[config.mk]
export PLATFORM = sky130hd
export DESIGN_NAME = spi_command_diag_frame
export DESIGN_NICKNAME = d
export VERILOG_FILES = /design/src/core/spi_diag_pkg.sv /design/src/core/spi_command_diag_frame.sv
export VERILOG_INCLUDE_DIRS = /design/src /design/src/core
export SDC_FILE = /design/constraint.sdc
export NUM_CORES = 1
export LEC_CHECK = 0
export BUFFER_PORTS_ARGS = -buffer_cell sky130_fd_sc_hd__buf_2
export CORE_MARGIN = 2
export CORE_UTILIZATION = 35
export CTS_CLUSTER_DIAMETER = 50
export DETAILED_ROUTE_END_ITERATION = 8
export SYNTH_ARGS = -nofsm -noshare
export SYNTH_HDL_FRONTEND = slang
export SYNTH_SLANG_ARGS = --single-unit
[constraint.sdc]
create_clock -name clk_sys -period 2.6 [get_ports clk_sys]
set_clock_uncertainty 0.2 [all_clocks]
set_input_delay 0.13 -clock clk_sys [delete_from_list [all_inputs] [get_ports clk_sys]]
set_output_delay 0.13 -clock clk_sys [all_outputs]
set_load 0.02 [all_outputs]
[src/core/spi_diag_regs.svh]
`ifndef SPI_DIAG_REGS_SVH
`define SPI_DIAG_REGS_SVH

// command frame fields
`define CMD_WRITE_BIT      7
`define CMD_BANK_BIT       6
`define CMD_ADDR_HI        5
`define CMD_ADDR_LO        4
`define CMD_DATA_HI        3
`define CMD_DIAG_BIT       0

// register index is {bank, addr}; index 4 is not implemented
`define REG_IMPL_MASK      8'hEF
`define REG_OUT_LOW_IDX    3'h0
`define REG_OUT_HIGH_IDX   3'h1

// low nibble reset values, index 7 down to 0
`define REG_RESET_VALUES   32'h7200_0800

// response form headers in bits 7:6
`define RESP_HDR_CHAN      2'h2
`define RESP_HDR_REG       2'h3

// frame length
`define FRAME_BITS         8
`define FRAME_CNT_W        3

`endif

[src/core/spi_diag_pkg.sv]
`default_nettype none
package spi_diag_pkg;

    typedef enum logic [1:0] {
        RESP_DIAG,
        RESP_CHAN,
        RESP_REG
    } resp_kind_t;

    typedef enum logic {
        FR_IDLE,
        FR_ACTIVE
    } frame_state_t;

endpackage
`default_nettype wire

[src/core/spi_command_diag_frame.sv]
`timescale 1ns/1ps
`default_nettype none
`include "spi_diag_regs.svh"

module spi_command_diag_frame #(
    parameter int NUM_REGS = 8
) (
    // clock and reset
    input  wire logic        clk_sys,
    input  wire logic        nrst,
    // serial link pins
    input  wire logic        cs_n,
    input  wire logic        sclk,
    input  wire logic        si,
    output var  logic        so,
    output var  logic        so_oe,
    // device status
    input  wire logic        limp_home_input_n,
    input  wire logic        bypass_monitor_flag,
    input  wire logic [3:0]  channel_fault_flag,
    input  wire logic [5:0]  channel_on_state,
    // register contents and frame status
    output var  logic [4*NUM_REGS-1:0] reg_data,
    output var  logic        reg_write_pulse,
    output var  logic        transfer_fault_flag
);
    import spi_diag_pkg::*;

    logic [2:0]  cs_sync_ff;
    logic [2:0]  sclk_sync_ff;
    logic [1:0]  si_sync_ff;
    logic [1:0]  lhi_sync_ff;
    logic        cs_fall;
    logic        cs_rise;
    logic        sclk_rise;
    logic        sclk_fall;
    frame_state_t state_ff;
    logic [7:0]  shift_ff;
    logic [`FRAME_CNT_W-1:0] bit_cnt_ff;
    logic        got_clk_ff;
    logic        frame_ok;
    resp_kind_t  resp_kind_ff;
    resp_kind_t  nxt_resp_kind;
    logic [2:0]  resp_idx_ff;
    logic [3:0]  regs_ff [NUM_REGS];
    logic [7:0]  diag_word;
    logic [7:0]  resp_word;
    logic        so_ff;
    logic        so_oe_ff;
    logic        ter_ff;
    logic        wr_pulse_ff;

    function automatic logic reg_implemented(input logic [2:0] idx);
        logic [7:0] mask;
        mask = `REG_IMPL_MASK;
        return mask[idx];
    endfunction

    // two-stage synchronisers; stage three only feeds edge detection
    always_ff @(posedge clk_sys or negedge nrst)
    begin
        if (!nrst)
        begin
            cs_sync_ff   <= 3'h7;
            sclk_sync_ff <= 3'h0;
            si_sync_ff   <= 2'h0;
            lhi_sync_ff  <= 2'h3;
        end
        else
        begin
            cs_sync_ff   <= {cs_sync_ff[1:0], cs_n};
            sclk_sync_ff <= {sclk_sync_ff[1:0], sclk};
            si_sync_ff   <= {si_sync_ff[0], si};
            lhi_sync_ff  <= {lhi_sync_ff[0], limp_home_input_n};
        end
    end

    assign cs_fall   = cs_sync_ff[2] & ~cs_sync_ff[1];
    assign cs_rise   = ~cs_sync_ff[2] & cs_sync_ff[1];
    assign sclk_rise = ~sclk_sync_ff[2] & sclk_sync_ff[1]
                       & (state_ff == FR_ACTIVE);
    assign sclk_fall = sclk_sync_ff[2] & ~sclk_sync_ff[1]
                       & (state_ff == FR_ACTIVE);

    // length check: at least one clock and a whole number of bytes
    assign frame_ok = got_clk_ff && (bit_cnt_ff == '0);

    // limp-home pin low reads as one; only four internal fault flags
    always_comb
    begin
        diag_word    = 8'h00;
        diag_word[6] = ~lhi_sync_ff[1];
        diag_word[5] = bypass_monitor_flag;
        diag_word[3:0] = channel_fault_flag;
    end

    always_comb
    begin
        resp_word = diag_word;
        unique case (resp_kind_ff)
            RESP_DIAG: resp_word = diag_word;
            RESP_CHAN: resp_word = {`RESP_HDR_CHAN, channel_on_state};
            RESP_REG:  resp_word = {`RESP_HDR_REG, resp_idx_ff[1:0],
                                    regs_ff[resp_idx_ff]};
        endcase
    end

    always_ff @(posedge clk_sys or negedge nrst)
    begin
        if (!nrst)
            state_ff <= FR_IDLE;
        else if (cs_fall)
            state_ff <= FR_ACTIVE;
        else if (cs_rise)
            state_ff <= FR_IDLE;
    end

    // one shifter: answer leaves at the top, command enters at the bottom
    always_ff @(posedge clk_sys or negedge nrst)
    begin
        if (!nrst)
            shift_ff <= 8'h00;
        else if (cs_fall)
            shift_ff <= resp_word;
        else if (sclk_fall)
            shift_ff <= {shift_ff[6:0], si_sync_ff[1]};
    end

    always_ff @(posedge clk_sys or negedge nrst)
    begin
        if (!nrst)
        begin
            bit_cnt_ff <= '0;
            got_clk_ff <= 1'b0;
        end
        else if (cs_fall)
        begin
            bit_cnt_ff <= '0;
            got_clk_ff <= 1'b0;
        end
        else if (sclk_fall)
        begin
            bit_cnt_ff <= bit_cnt_ff + {{(`FRAME_CNT_W - 1){1'b0}}, 1'b1};
            got_clk_ff <= 1'b1;
        end
    end

    // serial output: flag first, then MSB first after each rising clock
    always_ff @(posedge clk_sys or negedge nrst)
    begin
        if (!nrst)
        begin
            so_ff    <= 1'b0;
            so_oe_ff <= 1'b0;
        end
        else if (cs_fall)
        begin
            so_ff    <= ter_ff;
            so_oe_ff <= 1'b1;
        end
        else if (cs_rise)
        begin
            so_ff    <= 1'b0;
            so_oe_ff <= 1'b0;
        end
        else if (sclk_rise)
            so_ff <= shift_ff[7];
    end

    always_ff @(posedge clk_sys or negedge nrst)
    begin
        if (!nrst)
            ter_ff <= 1'b1;
        else if (cs_rise)
            ter_ff <= ~frame_ok;
    end

    // command decode at chip select rise
    always_comb
    begin
        nxt_resp_kind = RESP_DIAG;
        if (shift_ff[`CMD_WRITE_BIT])
            nxt_resp_kind = RESP_DIAG;
        else if (shift_ff[`CMD_DIAG_BIT])
            nxt_resp_kind = RESP_DIAG;
        else if (!reg_implemented(shift_ff[6:4]))
            nxt_resp_kind = RESP_DIAG;
        else if (shift_ff[6:4] == `REG_OUT_LOW_IDX
                 || shift_ff[6:4] == `REG_OUT_HIGH_IDX)
            nxt_resp_kind = RESP_CHAN;
        else
            nxt_resp_kind = RESP_REG;
    end

    always_ff @(posedge clk_sys or negedge nrst)
    begin
        if (!nrst)
        begin
            resp_kind_ff <= RESP_DIAG;
            resp_idx_ff  <= 3'h0;
        end
        else if (cs_rise)
        begin
            resp_kind_ff <= frame_ok ? nxt_resp_kind : RESP_DIAG;
            resp_idx_ff  <= shift_ff[6:4];
        end
    end

    // register writes; bank and address select, low nibble is data
    always_ff @(posedge clk_sys or negedge nrst)
    begin
        if (!nrst)
        begin
            for (int i = 0; i < NUM_REGS; i++)
                regs_ff[i] <= 4'(`REG_RESET_VALUES >> (4 * i));
            wr_pulse_ff <= 1'b0;
        end
        else
        begin
            wr_pulse_ff <= 1'b0;
            if (cs_rise && frame_ok && shift_ff[`CMD_WRITE_BIT]
                && reg_implemented(shift_ff[6:4]))
            begin
                regs_ff[shift_ff[6:4]] <= shift_ff[3:0];
                wr_pulse_ff <= 1'b1;
            end
        end
    end

    always_ff @(posedge clk_sys or negedge nrst)
    begin
        if (!nrst)
            reg_data <= '0;
        else
            for (int i = 0; i < NUM_REGS; i++)
                reg_data[4*i +: 4] <= regs_ff[i];
    end

    assign so                  = so_ff;
    assign so_oe               = so_oe_ff;
    assign reg_write_pulse     = wr_pulse_ff;
    assign transfer_fault_flag = ter_ff;

endmodule
`default_nettype wire

==> results.py <==
metrics = {
    "critical_path": {
        "timing.rr.end": "shift_ff[5]$_DFFE_PN0P_",
        "crit_type": "reg -> reg",
        "crit_arrival_ns": 2.28,
        "crit_start": "resp_kind_ff[0]$_DFFE_PN0P_",
        "end_kind": "register",
        "reg2reg_depth": 7,
        "crit_path_end": "shift_ff[5]$_DFFE_PN0P_",
        "worstPathRequired_ns": 2.68,
        "critical_path.max_fanout": 10,
        "critical_path.startpoint_type": "register",
        "reg2reg_from": "resp_kind_ff[0]$_DFFE_PN0P_",
        "reg2reg_slack_ns": 0.40,
    },
    "logic_synthesis": {
        "synth_top_family_by_area": "multiplexers",
        "synth.distinct_cells": 38,
        "syn_area_sq_mm": 0.00367,
        "synth_xor_area_frac": 0.00477,
        "yosys_warnings": 0,
        "netlist_instances": 259,
        "synth_seq_cells": 95,
        "yosys.area_share.simple": 0.0844,
        "synth_nets": 282,
        "synth-seq-area-share": 0.651,
        "synth_compound_area_frac": 0.0582,
        "postSynthAreaPerCell_sq_um": 14.2,
        "synthAdderAreaFrac": 0.0204,
        "synth.mux.area_fraction": 0.153,
    },
    "global_routing": {
        "grt_max_degree": 51,
        "antenna_found_initial": 0,
        "grt_overflow_total": 0,
        "grt_pass1_vias": 2322,
        "track_usage": 0.148,
        "grt_pass1_wl_um": 12400,
    },
    "timing": {
        "period_share": 0.846,
        "hold_viol": 0,
        "worst_slew_pin_slew_ns": 0.623,
        "rsz0062_at_grt": "false",
        "slew_headroom": 0.585,
        "tns_ns": 0,
        "setup_viol": 0,
        "slew_viol_final": 0,
        "fin_crit_ns": 2.20,
        "fmax_mhz": 454,
    },
    "layout": {
        "n_fill_cell": 989,
        "nets": 352,
        "drive_above_1_share": 0.395,
        "syn_to_final_growth_pct": 21.2,
        "n_antenna_cell": 0,
    },
    "pwr": {
        "p_sw_frac": 0.264,
        "comb_power_share": 0.101,
        "p_int_w": 0.00223,
        "p_leak_nw": 2.20,
        "peakVddDrop_uv": 325,
        "clock_power_share": 0.340,
        "p_per_area_mw_per_mm2": 679,
        "p_switching_w": 0.000798,
        "power_w": 0.00302,
        "p_seq_frac": 0.559,
    },
    "detailed_routing": {
        "num_vias": 2263,
        "wl_per_cell_um": 16.4,
        "antenna_left": 0,
        "drt_iter0_drc": 106,
        "via_per_inst": 4.81,
        "drt_pass1_iterations": 4,
        "post-route-drc-count": 0,
        "wl_um": 7710,
    },
    "placed_design": {
        "globalplace.congestion": 0.819,
        "portBuffers": 52,
        "dp_hpwl_um": 5310,
    },
    "clock_network": {
        "cts-buffers-inserted": 9,
        "cts_root_buffer": "clkbuf_8",
        "postCtsHoldBufs": 14,
        "cts-htree-levels": 3,
        "clk_latency_ns": 0.37,
        "clkSlewWorstSetupHoldPaths_ns": 0.09,
        "clk_path_buf_depth": 2,
        "cts_tree": "done",
        "cts_resized": 0,
        "cts.sinks": 95,
        "cts_setup_buffers": 0,
    },
    "status": {
        "outcome": "complete, no violations",
    },
    "floorplan": {
        "die_area_sq_mm": 0.0113,
        "num_rows": 37,
        "ioPinCount": 53,
        "dieHeight_um": 106,
        "core_area_sq_mm": 0.0103,
        "start_util": 0.358,
        "die_w_um": 106,
    },
    "min_path": {
        "hp-class": "in -> reg",
    },
    "flow_run": {
        "cap_violations": 0,
    },
}
worst max-delay path: stages, from the launching register on:
cell and delay (ns):
dfrtp_1 0.39, inv_1 0.08, ha_1 0.42, nand2_1 0.20, nand3_1 0.13, o211ai_1 0.08
dlygate4sd3_1 0.56, o21ai_0 0.06
layer usage:
metal / wire [um] / global-route usage
met3: 332 / 0.0380
met5: 0 / 0
met1: 3600 / 0.194
met4: 286 / 0.0826
met2: 3490 / 0.225
synthesized netlist by cell type:
cell type / number / share of area
a2111oi_0: 2 / 0.0048
a211oi_1: 1 / 0.0020
a21oi_1: 10 / 0.014
a22oi_1: 1 / 0.0020
a311oi_1: 2 / 0.0048
a31oi_1: 2 / 0.0034
and3b_1: 1 / 0.0024
buf_1: 1 / 0.0010
buf_2: 3 / 0.0041
buf_6: 1 / 0.0031
clkbuf_1: 9 / 0.0092
dfrtp_1: 84 / 0.57
dfstp_2: 11 / 0.079
ha_1: 6 / 0.020
inv_1: 10 / 0.010
inv_2: 1 / 0.0010
mux2_2: 33 / 0.10
mux2i_1: 10 / 0.027
mux4_2: 4 / 0.025
nand2_1: 13 / 0.013
nand2b_1: 1 / 0.0017
nand3_1: 6 / 0.0082
nand3b_1: 4 / 0.0082
nand3b_4: 1 / 0.0054
nand4b_4: 1 / 0.0065
nor2_1: 12 / 0.012
nor3_1: 4 / 0.0054
nor3_4: 2 / 0.0089
nor4_4: 1 / 0.0058
o211ai_1: 1 / 0.0020
o21a_1: 1 / 0.0020
o21ai_0: 8 / 0.011
o22ai_1: 6 / 0.010
o32ai_1: 1 / 0.0024
or2_4: 1 / 0.0024
or3_2: 2 / 0.0041
xnor2_1: 1 / 0.0024
xor2_1: 1 / 0.0024
worst min path at each step:
stage | start | endpoint | slack (ns) | cells after the start
finish | channel_on_state[3] | shift_ff[3]$_DFFE_PN0P_ | 0.04 | 4
global route | channel_on_state[0] | shift_ff[0]$_DFFE_PN0P_ | 0.04 | 4
CTS | channel_on_state[0] | shift_ff[0]$_DFFE_PN0P_ | 0.04 | 4
detailed placement | nrst | reg_write_pulse$_DFF_PN0_ | -0.003 | 1
global placement | nrst | reg_write_pulse$_DFF_PN0_ | -0.006 | 1
floorplan | nrst | bit_cnt_ff[0]$_DFFE_PN0P_ | -0.37 | 0
layout make-up:
type / count / area (sq um) / share of cell area
multi-input combinational: 139 / 1180 / 0.265
tap: 136 / 170 / 0.0382
inverter: 11 / 41.3 / 0.00927
clock inverter: 4 / 52.6 / 0.0118
clock buffer: 12 / 165 / 0.0371
sequential: 95 / 2390 / 0.537
timing repair buffer: 73 / 455 / 0.102
power by group through the flow:
stage / Clock (W) / Combinational (W) / Sequential, W
floorplan: 0 / 0.000202 / 0.00167
global placement: 0 / 0.000289 / 0.00172
detailed placement: 0 / 0.000293 / 0.00172
CTS: 0.00105 / 0.000310 / 0.00169
global route: 0.00112 / 0.000337 / 0.00171
finish: 0.00103 / 0.000306 / 0.00169
through the flow:
step	setup WS [ns]	util	area, sq um	std cells	hold WS [ns]
5_1_grt	0.200	0.433	4450	470	0.0369
3_3_place_gp	0.475	0.399	4100	440	-0.00592
4_1_cts	0.380	0.433	4450	470	0.0355
2_1_floorplan	0.508	-	3670	259	-0.366
6_report	0.399	0.433	4450	470	0.0374
3_5_place_dp	0.435	0.399	4100	440	-0.00256
registers in the layout, summed over array words and instances (netlist names):
name and cells:
reg_data 32, regs_ff 32, shift_ff 8, bit_cnt_ff 3, cs_sync_ff 3, resp_idx_ff 3
sclk_sync_ff 3, lhi_sync_ff 2, resp_kind_ff 2, si_sync_ff 2, got_clk_ff 1, reg_write_pulse 1
so 1, so_oe 1, transfer_fault_flag 1
cell families after synthesis:
group / count (synthesis)
XOR/XNOR: 2
buffers and inverters: 25
flip-flops: 95
adder cells (fa/ha/maj): 6
AO/OA/AOI/OAI: 35
AND/OR/NAND/NOR: 49
multiplexers: 47
layout by cell type, fill, tap and decap left out, types with 4 or more instances in the layout:
cell / netlist / layout
buf_2: 3 / 51
dfrtp_1: 84 / 84
nor3_1: 4 / 4
ha_1: 6 / 6
o21ai_0: 8 / 8
a21oi_1: 10 / 10
nand3b_1: 4 / 4
nand2_1: 13 / 13
dfstp_2: 11 / 11
inv_1: 10 / 10
mux4_2: 4 / 4
nor2_1: 12 / 12
mux2_2: 33 / 33
buf_4: 0 / 8
nand3_1: 6 / 6
o22ai_1: 6 / 6
mux2i_1: 10 / 10
dlygate4sd3_1: 0 / 14
clkbuf_8: 0 / 12
(Power assumes the default switching activity.)
